==> src/i2c_flags_pkg.sv <==
// shared constants and types for the two-wire bus status and clock select block
package i2c_flags_pkg;
  localparam logic [15:0] ctrl_offset = 16'hffb0;
  localparam logic [15:0] prescaler_offset = 16'hffb2;
  localparam logic [15:0] slave_addr_offset = 16'hffb4;
  localparam logic [15:0] status_offset = 16'hffb6;
  localparam logic [15:0] tx_data_offset = 16'hffb8;

  localparam logic [7:0] prescaler_reset = 8'h00;
  localparam logic [7:0] status_reset = 8'h00;
  localparam logic [7:0] ctrl_reset = 8'h00;
  localparam logic [7:0] slave_addr_reset = 8'h00;
  localparam logic [7:0] tx_data_reset = 8'h00;
  localparam logic [7:0] prescaler_wr_mask = 8'h0f;

  // control register fields
  localparam int ctrl_bus_enable_bit = 7;
  localparam int ctrl_comm_release_bit = 6;
  localparam int ctrl_wait_release_bit = 5;
  localparam int ctrl_start_trigger_bit = 1;

  // prescaler fields
  localparam int clock_line_level_bit = 5;
  localparam int data_line_level_bit = 4;
  localparam int high_speed_select_bit = 3;
  localparam int input_filter_enable_bit = 2;
  localparam int clock_select_hi_bit = 1;
  localparam int clock_select_lo_bit = 0;

  // status fields
  localparam int extended_code_bit = 5;
  localparam int address_match_bit = 4;
  localparam int transmit_state_bit = 3;
  localparam int ack_detected_bit = 2;
  localparam int start_detected_bit = 1;
  localparam int stop_detected_bit = 0;

  // transfer clock divisors
  localparam logic [7:0] div_normal_0 = 8'd44;
  localparam logic [7:0] div_normal_1 = 8'd86;
  localparam logic [7:0] div_normal_2 = 8'd172;
  localparam logic [7:0] div_normal_timer = 8'd66;
  localparam logic [7:0] div_fast_0 = 8'd24;
  localparam logic [7:0] div_fast_2 = 8'd48;
  localparam logic [7:0] div_fast_timer = 8'd18;

  localparam logic [3:0] address_clock = 4'd8;
  localparam logic [3:0] ack_clock = 4'd9;
  localparam logic [3:0] ext_code_low = 4'h0;
  localparam logic [3:0] ext_code_high = 4'hf;

  typedef struct packed {
    logic [15:0] addr;
    logic [7:0] wdata;
    logic wr;
    logic rd;
  } reg_req_t;

  typedef struct packed {
    logic clock_line_pin;
    logic data_line_pin;
  } bus_lines_t;
endpackage

==> src/i2c_status_flags_and_clock_select.sv <==
// status flags, line level reporting and transfer clock prescaler of the two-wire bus
//
// Contract
// - extended code flag set at eighth clock rise
// - extended code cleared start/stop/release/disable/reset
// - address match flag set at eighth rise
// - address match cleared start/stop/release/disable/reset
// - transmit state on master start or read bit
// - transmit drives data latch, receive releases line
// - wait release at ninth clock ends transmit
// - acknowledge flag set on low ninth rise
// - acknowledge cleared stop/next byte/release/disable/reset
// - start flag set on start, address period
// - start flag cleared stop/next byte/release/disable/reset
// - stop flag set on stop detection
// - stop flag cleared at first address clock/disable/reset
// - prescaler bit 5 shows clock line level
// - prescaler bit 4 shows data line level
// - bits 4,5 read-only; bits 6,7 zero
// - normal mode divisors 44, 86, 172, timer/66
// - high-speed divisors 24, 48, timer/18
// - filter bit switches input filter only
// - status register read-only, reset to zero
//
// Added by the designer: the address-and-strobe port.
`timescale 1ns/100ps
`default_nettype none

module i2c_status_flags_and_clock_select #(
  parameter int div_width = 8
) (
  input wire logic clk_in,
  input wire logic resetn_in,
  input wire i2c_flags_pkg::reg_req_t req_in,
  output logic [7:0] rdata_out,
  input wire i2c_flags_pkg::bus_lines_t lines_in,
  output logic clock_line_pin_out,
  output logic clock_line_pin_oe_out,
  output logic data_line_pin_out,
  output logic data_line_pin_oe_out,
  input wire logic timer_output_source_in,
  output logic transfer_clock_tick_out
);

  logic [7:0] ctrl_r;
  logic [3:0] prescaler_r;
  logic [7:0] slave_addr_r;
  logic [7:0] tx_data_r;
  logic ext_code_r, addr_match_r, tx_state_r, ack_det_r, start_flag_r, stop_flag_r;
  logic bus_enable_q;
  logic scl_s1_r, scl_s2_r, scl_s3_r, scl_f_r, scl_q_r;
  logic sda_s1_r, sda_s2_r, sda_s3_r, sda_f_r, sda_q_r;
  logic [3:0] bit_cnt_r;
  logic addr_byte_r;
  logic [7:0] shift_r;
  logic [7:0] out_latch_r;
  logic data_phase_r;
  logic wait_hold_r;
  logic ack_drive_r;
  logic [div_width-1:0] div_cnt_r;
  logic [div_width-1:0] divisor;
  logic use_timer;
  logic tick_src;
  logic transfer_clock_tick_r;
  logic [7:0] rdata_r;

  wire logic bus_enable = ctrl_r[i2c_flags_pkg::ctrl_bus_enable_bit];
  wire logic bus_disable_edge = bus_enable_q & ~bus_enable;
  wire logic wr_ctrl = req_in.wr && (req_in.addr == i2c_flags_pkg::ctrl_offset);
  wire logic comm_release_cmd = wr_ctrl && req_in.wdata[i2c_flags_pkg::ctrl_comm_release_bit];
  wire logic wait_release_cmd = wr_ctrl && req_in.wdata[i2c_flags_pkg::ctrl_wait_release_bit];
  wire logic start_cmd = wr_ctrl && bus_enable &&
    req_in.wdata[i2c_flags_pkg::ctrl_start_trigger_bit];
  wire logic high_speed_select = prescaler_r[i2c_flags_pkg::high_speed_select_bit];
  wire logic input_filter_enable = prescaler_r[i2c_flags_pkg::input_filter_enable_bit];
  wire logic clock_select_hi = prescaler_r[i2c_flags_pkg::clock_select_hi_bit];
  wire logic clock_select_lo = prescaler_r[i2c_flags_pkg::clock_select_lo_bit];

  // bus events, valid only while enabled
  wire logic scl_rise = bus_enable & scl_f_r & ~scl_q_r;
  wire logic scl_fall = bus_enable & ~scl_f_r & scl_q_r;
  wire logic start_det = bus_enable & scl_f_r & scl_q_r & sda_q_r & ~sda_f_r;
  wire logic stop_det = bus_enable & scl_f_r & scl_q_r & ~sda_q_r & sda_f_r;
  wire logic first_clock = scl_rise && (bit_cnt_r == i2c_flags_pkg::ack_clock);
  wire logic eighth_rise = scl_rise && (bit_cnt_r == (i2c_flags_pkg::address_clock - 4'd1));
  wire logic ninth_rise = scl_rise && (bit_cnt_r == i2c_flags_pkg::address_clock);
  wire logic [7:0] addr_rx = {shift_r[6:0], sda_f_r};
  wire logic transmit_state_flag = tx_state_r;
  wire logic address_match_flag = addr_match_r;
  wire logic extended_code_flag = ext_code_r;

  function automatic logic reg_hit(input logic [15:0] a, input logic [15:0] off);
    reg_hit = (a == off);
  endfunction

  // register writes
  always_ff @(posedge clk_in or negedge resetn_in)
  begin
    if (!resetn_in)
    begin
      ctrl_r <= i2c_flags_pkg::ctrl_reset;
      prescaler_r <= i2c_flags_pkg::prescaler_reset[3:0];
      slave_addr_r <= i2c_flags_pkg::slave_addr_reset;
      tx_data_r <= i2c_flags_pkg::tx_data_reset;
    end
    else if (req_in.wr)
    begin
      // release and start commands are one-shot; they never stay stored
      if (reg_hit(req_in.addr, i2c_flags_pkg::ctrl_offset))
        ctrl_r <= req_in.wdata & 8'h9c;
      if (reg_hit(req_in.addr, i2c_flags_pkg::prescaler_offset))
        prescaler_r <= req_in.wdata[3:0];
      if (reg_hit(req_in.addr, i2c_flags_pkg::slave_addr_offset))
        slave_addr_r <= {req_in.wdata[7:1], 1'b0};
      if (reg_hit(req_in.addr, i2c_flags_pkg::tx_data_offset))
        tx_data_r <= req_in.wdata;
    end
  end

  always_ff @(posedge clk_in or negedge resetn_in)
  begin
    if (!resetn_in)
      bus_enable_q <= 1'b0;
    else
      bus_enable_q <= bus_enable;
  end

  // two-stage synchronisers, then optional two-sample filter
  always_ff @(posedge clk_in or negedge resetn_in)
  begin
    if (!resetn_in)
    begin
      scl_s1_r <= 1'b1;
      scl_s2_r <= 1'b1;
      scl_s3_r <= 1'b1;
      sda_s1_r <= 1'b1;
      sda_s2_r <= 1'b1;
      sda_s3_r <= 1'b1;
    end
    else
    begin
      scl_s1_r <= lines_in.clock_line_pin;
      scl_s2_r <= scl_s1_r;
      scl_s3_r <= scl_s2_r;
      sda_s1_r <= lines_in.data_line_pin;
      sda_s2_r <= sda_s1_r;
      sda_s3_r <= sda_s2_r;
    end
  end

  // the filter adds latency to sampling only, never to the divider
  always_ff @(posedge clk_in or negedge resetn_in)
  begin
    if (!resetn_in)
    begin
      scl_f_r <= 1'b1;
      sda_f_r <= 1'b1;
      scl_q_r <= 1'b1;
      sda_q_r <= 1'b1;
    end
    else
    begin
      if (!input_filter_enable || scl_s2_r == scl_s3_r)
        scl_f_r <= scl_s2_r;
      if (!input_filter_enable || sda_s2_r == sda_s3_r)
        sda_f_r <= sda_s2_r;
      scl_q_r <= scl_f_r;
      sda_q_r <= sda_f_r;
    end
  end

  // bit position and address byte tracking
  always_ff @(posedge clk_in or negedge resetn_in)
  begin
    if (!resetn_in)
    begin
      bit_cnt_r <= 4'd0;
      addr_byte_r <= 1'b0;
      shift_r <= 8'h00;
      data_phase_r <= 1'b0;
    end
    else if (!bus_enable || stop_det || comm_release_cmd)
    begin
      bit_cnt_r <= 4'd0;
      addr_byte_r <= 1'b0;
      data_phase_r <= 1'b0;
    end
    else if (start_det)
    begin
      bit_cnt_r <= 4'd0;
      addr_byte_r <= 1'b1;
      data_phase_r <= 1'b0;
    end
    else
    begin
      if (scl_rise)
      begin
        shift_r <= addr_rx;
        if (bit_cnt_r == i2c_flags_pkg::ack_clock)
          bit_cnt_r <= 4'd1;
        else
          bit_cnt_r <= bit_cnt_r + 4'd1;
        if (first_clock)
          addr_byte_r <= 1'b0;
      end
      if (scl_fall && bit_cnt_r == i2c_flags_pkg::ack_clock && addr_byte_r)
        data_phase_r <= 1'b1;
    end
  end

  // extended code and address match
  always_ff @(posedge clk_in or negedge resetn_in)
  begin
    if (!resetn_in)
    begin
      ext_code_r <= 1'b0;
      addr_match_r <= 1'b0;
    end
    else
    begin
      if (start_det || stop_det || comm_release_cmd || bus_disable_edge)
      begin
        ext_code_r <= 1'b0;
        addr_match_r <= 1'b0;
      end
      if (eighth_rise && addr_byte_r)
      begin
        if (addr_rx[7:4] == i2c_flags_pkg::ext_code_low ||
            addr_rx[7:4] == i2c_flags_pkg::ext_code_high)
          ext_code_r <= 1'b1;
        if (addr_rx[7:1] == slave_addr_r[7:1])
          addr_match_r <= 1'b1;
      end
    end
  end

  // transmit state
  always_ff @(posedge clk_in or negedge resetn_in)
  begin
    if (!resetn_in)
      tx_state_r <= 1'b0;
    else
    begin
      if (comm_release_cmd || bus_disable_edge || stop_det)
        tx_state_r <= 1'b0;
      if (wait_release_cmd && wait_hold_r && transmit_state_flag &&
          bit_cnt_r == i2c_flags_pkg::ack_clock)
        tx_state_r <= 1'b0;
      if (eighth_rise && addr_byte_r && addr_rx[7:1] == slave_addr_r[7:1])
        tx_state_r <= addr_rx[0];
      if (start_cmd)
        tx_state_r <= 1'b1;
    end
  end

  // acknowledge, start and stop flags; sets placed last so they win
  always_ff @(posedge clk_in or negedge resetn_in)
  begin
    if (!resetn_in)
    begin
      ack_det_r <= 1'b0;
      start_flag_r <= 1'b0;
      stop_flag_r <= 1'b0;
    end
    else
    begin
      if (stop_det || first_clock || comm_release_cmd || bus_disable_edge)
        ack_det_r <= 1'b0;
      if (stop_det || (first_clock && addr_byte_r) || comm_release_cmd || bus_disable_edge)
        start_flag_r <= 1'b0;
      if ((scl_rise && addr_byte_r && bit_cnt_r == 4'd0) || bus_disable_edge)
        stop_flag_r <= 1'b0;
      if (ninth_rise && !sda_f_r)
        ack_det_r <= 1'b1;
      if (start_det)
        start_flag_r <= 1'b1;
      if (stop_det)
        stop_flag_r <= 1'b1;
    end
  end

  // data line drive: latch shifted out at falling edges while transmitting
  always_ff @(posedge clk_in or negedge resetn_in)
  begin
    if (!resetn_in)
    begin
      out_latch_r <= 8'hff;
      ack_drive_r <= 1'b0;
    end
    else
    begin
      if (!bus_enable || comm_release_cmd || stop_det || start_det)
      begin
        out_latch_r <= 8'hff;
        ack_drive_r <= 1'b0;
      end
      else if (scl_fall)
      begin
        if (bit_cnt_r == i2c_flags_pkg::ack_clock)
          out_latch_r <= tx_data_r;
        else if (bit_cnt_r != i2c_flags_pkg::address_clock)
          out_latch_r <= {out_latch_r[6:0], 1'b1};
        else
          out_latch_r <= 8'hff;
        // address acknowledge for a matched address or an extended code
        ack_drive_r <= (bit_cnt_r == i2c_flags_pkg::address_clock) && addr_byte_r &&
          (address_match_flag || extended_code_flag);
      end
    end
  end

  // clock line wait after the ninth clock when this end takes part
  always_ff @(posedge clk_in or negedge resetn_in)
  begin
    if (!resetn_in)
      wait_hold_r <= 1'b0;
    else if (!bus_enable || comm_release_cmd || wait_release_cmd || stop_det)
      wait_hold_r <= 1'b0;
    else if (scl_fall && bit_cnt_r == i2c_flags_pkg::ack_clock &&
             (address_match_flag || extended_code_flag))
      wait_hold_r <= 1'b1;
  end

  wire logic tx_drive_low = transmit_state_flag && data_phase_r &&
    bit_cnt_r != i2c_flags_pkg::address_clock && !out_latch_r[7];

  // open-drain pins: drive only low, receive state leaves data released except for the address acknowledge
  assign clock_line_pin_out = 1'b0;
  assign clock_line_pin_oe_out = wait_hold_r;
  assign data_line_pin_out = 1'b0;
  assign data_line_pin_oe_out = ack_drive_r | tx_drive_low;

  // transfer clock divider
  always_comb
  begin
    use_timer = clock_select_hi & clock_select_lo;
    if (!high_speed_select)
    begin
      case ({clock_select_hi, clock_select_lo})
        2'b00: divisor = div_width'(i2c_flags_pkg::div_normal_0);
        2'b01: divisor = div_width'(i2c_flags_pkg::div_normal_1);
        2'b10: divisor = div_width'(i2c_flags_pkg::div_normal_2);
        default: divisor = div_width'(i2c_flags_pkg::div_normal_timer);
      endcase
    end
    else
    begin
      case ({clock_select_hi, clock_select_lo})
        2'b10: divisor = div_width'(i2c_flags_pkg::div_fast_2);
        2'b11: divisor = div_width'(i2c_flags_pkg::div_fast_timer);
        default: divisor = div_width'(i2c_flags_pkg::div_fast_0);
      endcase
    end
    tick_src = use_timer ? timer_output_source_in : 1'b1;
  end

  always_ff @(posedge clk_in or negedge resetn_in)
  begin
    if (!resetn_in)
    begin
      div_cnt_r <= '0;
      transfer_clock_tick_r <= 1'b0;
    end
    else if (!bus_enable)
    begin
      div_cnt_r <= '0;
      transfer_clock_tick_r <= 1'b0;
    end
    else
    begin
      transfer_clock_tick_r <= 1'b0;
      if (tick_src)
      begin
        if (div_cnt_r >= divisor - div_width'(1))
        begin
          div_cnt_r <= '0;
          transfer_clock_tick_r <= 1'b1;
        end
        else
          div_cnt_r <= div_cnt_r + div_width'(1);
      end
    end
  end

  assign transfer_clock_tick_out = transfer_clock_tick_r;

  // read port, data one cycle after the strobe
  always_ff @(posedge clk_in or negedge resetn_in)
  begin
    if (!resetn_in)
      rdata_r <= 8'h00;
    else if (req_in.rd)
    begin
      if (reg_hit(req_in.addr, i2c_flags_pkg::prescaler_offset))
        rdata_r <= {2'b00, bus_enable & scl_f_r, bus_enable & sda_f_r, prescaler_r};
      else if (reg_hit(req_in.addr, i2c_flags_pkg::status_offset))
        rdata_r <= {2'b00, ext_code_r, addr_match_r, tx_state_r, ack_det_r, start_flag_r,
          stop_flag_r};
      else if (reg_hit(req_in.addr, i2c_flags_pkg::ctrl_offset))
        rdata_r <= ctrl_r;
      else if (reg_hit(req_in.addr, i2c_flags_pkg::slave_addr_offset))
        rdata_r <= slave_addr_r;
      else if (reg_hit(req_in.addr, i2c_flags_pkg::tx_data_offset))
        rdata_r <= shift_r;
      else
        rdata_r <= 8'h00;
    end
    else
      rdata_r <= 8'h00;
  end

  assign rdata_out = rdata_r;

endmodule

`default_nettype wire

==> config.mk <==
export PLATFORM = sky130hd
export DESIGN_NAME = i2c_status_flags_and_clock_select
export DESIGN_NICKNAME = d
export VERILOG_FILES = /design/src/i2c_flags_pkg.sv /design/src/i2c_status_flags_and_clock_select.sv
export SDC_FILE = /design/constraint.sdc
export NUM_CORES = 1
export LEC_CHECK = 0
export BUFFER_PORTS_ARGS = -buffer_cell sky130_fd_sc_hd__buf_2
export CAP_MARGIN = 20
export CORE_ASPECT_RATIO = 0.5
export CORE_MARGIN = 8
export CORE_UTILIZATION = 30
export DETAILED_ROUTE_END_ITERATION = 12
export PLACE_DENSITY_LB_ADDON = 0.12
export SLEW_MARGIN = 20
export SYNTH_ARGS = -nofsm -noshare
export SYNTH_HDL_FRONTEND = slang
export SYNTH_SLANG_ARGS = --single-unit
==> constraint.sdc <==
create_clock -name clk_in -period 3.21 [get_ports clk_in]
set_input_delay 0.321 -clock clk_in [delete_from_list [all_inputs] [get_ports clk_in]]
set_output_delay 0.321 -clock clk_in [all_outputs]
set_load 0.05 [all_outputs]
==> results by group <==
Die
  – DIE AREA: ~18000 um2
  – Die extent in y: just under 100 um
  – Width of the die: around 180 um
  – CORE AREA: approximately 14000 um2
  – Count of standard-cell rows: 30
  – Effective utilization at floorplan: about 31%
  – I/O pins: 44

Logic synthesis
  – Library cell with the largest summed area after synthesis: dfrtp_1
  – Largest family of logic cells by synthesized area: simple AND/OR/NAND/NOR gates
  – Post-synthesis instance area: ~4200 um2
  – Post-synthesis area per instance: 10.5 um2
  – Portion of synthesized cell area occupied by the leading cell type: a little under two fifths
  – Mapped Cells: slightly below 400
  – Fraction of the mapped netlist area in simple logic gates: 19.5%
  – Dominant synthesized flop cell: dfrtp_1
  – Number of flops mapped to enable cells by yosys: 0
  – Leading cell type by number of instances after synthesis: dfrtp_1
  – Share of the yosys chip area belonging to registers: around 49%
  – Fraction of the mapped netlist area in compound gates: 14.2%
  – Leading post-synthesis cells by cell area: dfrtp_1 (38%), dfstp_2 (11%), mux2_2 (8.4%)
  – Multiplexer area fraction after synthesis: roughly a tenth
  – Register bit count reported by yosys: 81
  – Yosys cell types: 63
  – Number of warnings printed during yosys synthesis: 0
  – Adder-Cell Fraction of Synth Area: between 2 and 3%
  – Leading cell types by count after synthesis: dfrtp_1 (63), nand2_1 (35), o21ai_0 (33)
  – Asr flop ratio synth: 100%
  – Xor and xnor fraction of the mapped netlist area: 1.68%

Place
  – Number of cells in the design after placement: between 600 and 700
  – HPWL after DPL: 8.62 mm
  – Number of input and output port buffers inserted: 41
  – Placer's final routability congestion estimate: a little under 0.8

Route
  – Via Count: between 3000 and 4000
  – Total wirelength of the detailed-routed design: about 11 mm
  – DR iter-0 viols: 233
  – Length of the first detailed-routing pass in iterations: 4
  – Remaining number of nets flagged by the antenna check after routing: 0
  – DR vias/cell: ~5.1
  – Residual DRC: 0
  – Routed wire length per instance: 18.0 um

Final layout
  – Inserted Diodes: 0
  – Final core utilization: a little over a third
  – Net total in the final layout: between 400 and 500
  – Post-Layout Cell Count: between 600 and 700
  – Share of layout cells above drive strength 1: 27.1%
  – Area delta synth->final: 16.6%

Critical path
  – CP Capture Type: flop
  – Data arrival at the endpoint of the critical path: between 2000 and 2500 ps
  – End of the worst register-to-register path: div_cnt_r[6]$_DFFE_PN0P_
  – Start of the worst register-to-register path: prescaler_r[0]$_DFFE_PN0P_
  – Worst reg2reg path depth: 9
  – Reg-to-reg setup timing slack: a little under 1000 ps
  – Type of the setup path with the least slack: reg2reg
  – Critical Path Source Type: flop
  – Worst path required time: 3470 ps
  – Worst Path Max Fanout: 14

STA
  – Unrepaired setup endpoints after global routing: no
  – Final Hold Fails: 0
  – Slew at the pin closest to its max-slew limit: 909 ps
  – Final Max Slew Viols: 0
  – Ratio of final minimum period to clock period: a little over two thirds
  – Time the final worst path needs with I/O delays and setup: between 2000 and 2500 ps
  – Post-Route Skew: 6.77 ps
  – Setup TNS after final layout: 0 ps
  – Maximum clock frequency: 0.448 GHz
  – Worst slew slack as a fraction of its limit: between 30 and 40%
  – Number of endpoints failing setup at the final stage: 0

Clock tree
  – H-tree depth: 3
  – Clock buffers created by TritonCTS: 9
  – Skew-Pair Late Insertion Delay: 340 ps
  – Count of hold buffers inserted by post-cts repair: 0
  – Clk buf depth: 2
  – CTS tree: yes
  – Clock net sink count: around 80
  – Clock-pin slew on the worst setup and hold paths: about 60 ps
  – Post-cts sizing count: 0
  – Post-CTS setup-driven buffer insertion count: 0
  – Clock root buffer: clkbuf_16

Pwr
  – Post-layout power: between 2 and 2.5 mW
  – Lkg Pwr: between 2 and 2.5 nW
  – Worst supply voltage drop on vdd: 0.000209 V
  – Power density over cell area: between 400 and 500 nW/um2

Run status
  – Result of the run: completed

Flow run
  – Number of maximum-capacitance constraint violations: 0

Global routing
  – First-pass GRT wire length: 18.7 mm
  – Total routing resource utilization after global routing: a little over an eighth
  – Pin count of the biggest net entering global routing: 56
  – Overflow left after global routing: 0
  – Antenna violations before repair: 0
  – Number of global-route vias before repair: 3213

Hold path
  – Class of the worst hold path: in2async
==> per-stage QoR <==
step / hold WS [ps] / instance area (um2) / setup WS (ps)
final: 18.3 / 4860 / 978
after CTS: 59.0 / 4860 / 971
after global routing: 66.6 / 4860 / 774
after detailed placement: 348 / 4570 / 994
after global placement: 347 / 4570 / 979
after floorplan: 25.4 / 4170 / 1060
==> flip-flops by register name, indices dropped and copies added (netlist names), 4 cells and up <==
register / flops
tx_data_r: 8
out_latch_r: 8
rdata_out: 8
bit_cnt_r: 4
ctrl_r: 4
prescaler_r: 4
shift_r: 8
slave_addr_r: 7
div_cnt_r: 8
==> cells in the final DEF, fill, tap and decap left out, drive strengths merged, types with 5 or more instances in the layout <==
master  instances
a21oi          19
a31oi           6
and3            7
buf            47
clkbuf         10
dfrtp          63
dfstp          18
ha              8
inv            11
mux2           33
nand2          35
nand2b          7
nand3          15
nand3b         10
nor2           23
nor2b           5
nor3           11
nor4            8
o211ai         10
o21ai          33
xor2            7
==> worst max path at each step <==
stage / from / to / cells past startpoint
floorplan: prescaler_r[0]$_DFFE_PN0P_ / div_cnt_r[6]$_DFFE_PN0P_ / 9
global placement: prescaler_r[0]$_DFFE_PN0P_ / div_cnt_r[6]$_DFFE_PN0P_ / 9
detailed placement: prescaler_r[0]$_DFFE_PN0P_ / div_cnt_r[6]$_DFFE_PN0P_ / 9
CTS: prescaler_r[0]$_DFFE_PN0P_ / div_cnt_r[6]$_DFFE_PN0P_ / 9
global route: prescaler_r[0]$_DFFE_PN0P_ / div_cnt_r[6]$_DFFE_PN0P_ / 9
finish: prescaler_r[0]$_DFFE_PN0P_ / div_cnt_r[6]$_DFFE_PN0P_ / 9
==> power breakdown <==
part	internal, mW	total (mW)	switching [mW]
Combinational	0.0268	0.0942	0.0674
Sequential	1.04	1.04	0.00692
Clock	0.597	1.01	0.412
Total	1.66	2.15	0.486
==> per-layer routing <==
layer  track usage, %  share of wire (%)  up-vias
met5                0                  0        -
met3             3.53                6.5       14
li1                 -                  -     1543
met4             3.76                1.4        0
met2             17.4                 39       83
met1             20.3                 54     1593
==> critical path: stages (launching register included) <==
cell and delay (ps):
dfrtp_1 440, inv_1 120, maj3_1 350, ha_1 200, a211oi_1 220, o21ai_0 170, a21oi_1 180, buf_4 210
a41oi_1 120, a31oi_1 150
==> cell type report <==
| cell class | count | area, um2 |
|---|---|---|
| clock buffer | 10 | 229 |
| tap | 192 | 240 |
| fill | 1402 | 8690 |
| sequential | 81 | 2050 |
| multi-input combinational | 291 | 1990 |
| clock inverter | 6 | 58.8 |
| inverter | 11 | 41.3 |
| timing repair buffer | 47 | 253 |
==> cells by family after synthesis <==
group	Yosys count
other cells	1
buf+inv	26
flops	81
mux	35
compound gates	94
xor+xnor	8
simple gates	143
fa+ha+maj	9
(Power assumes the default switching activity.)
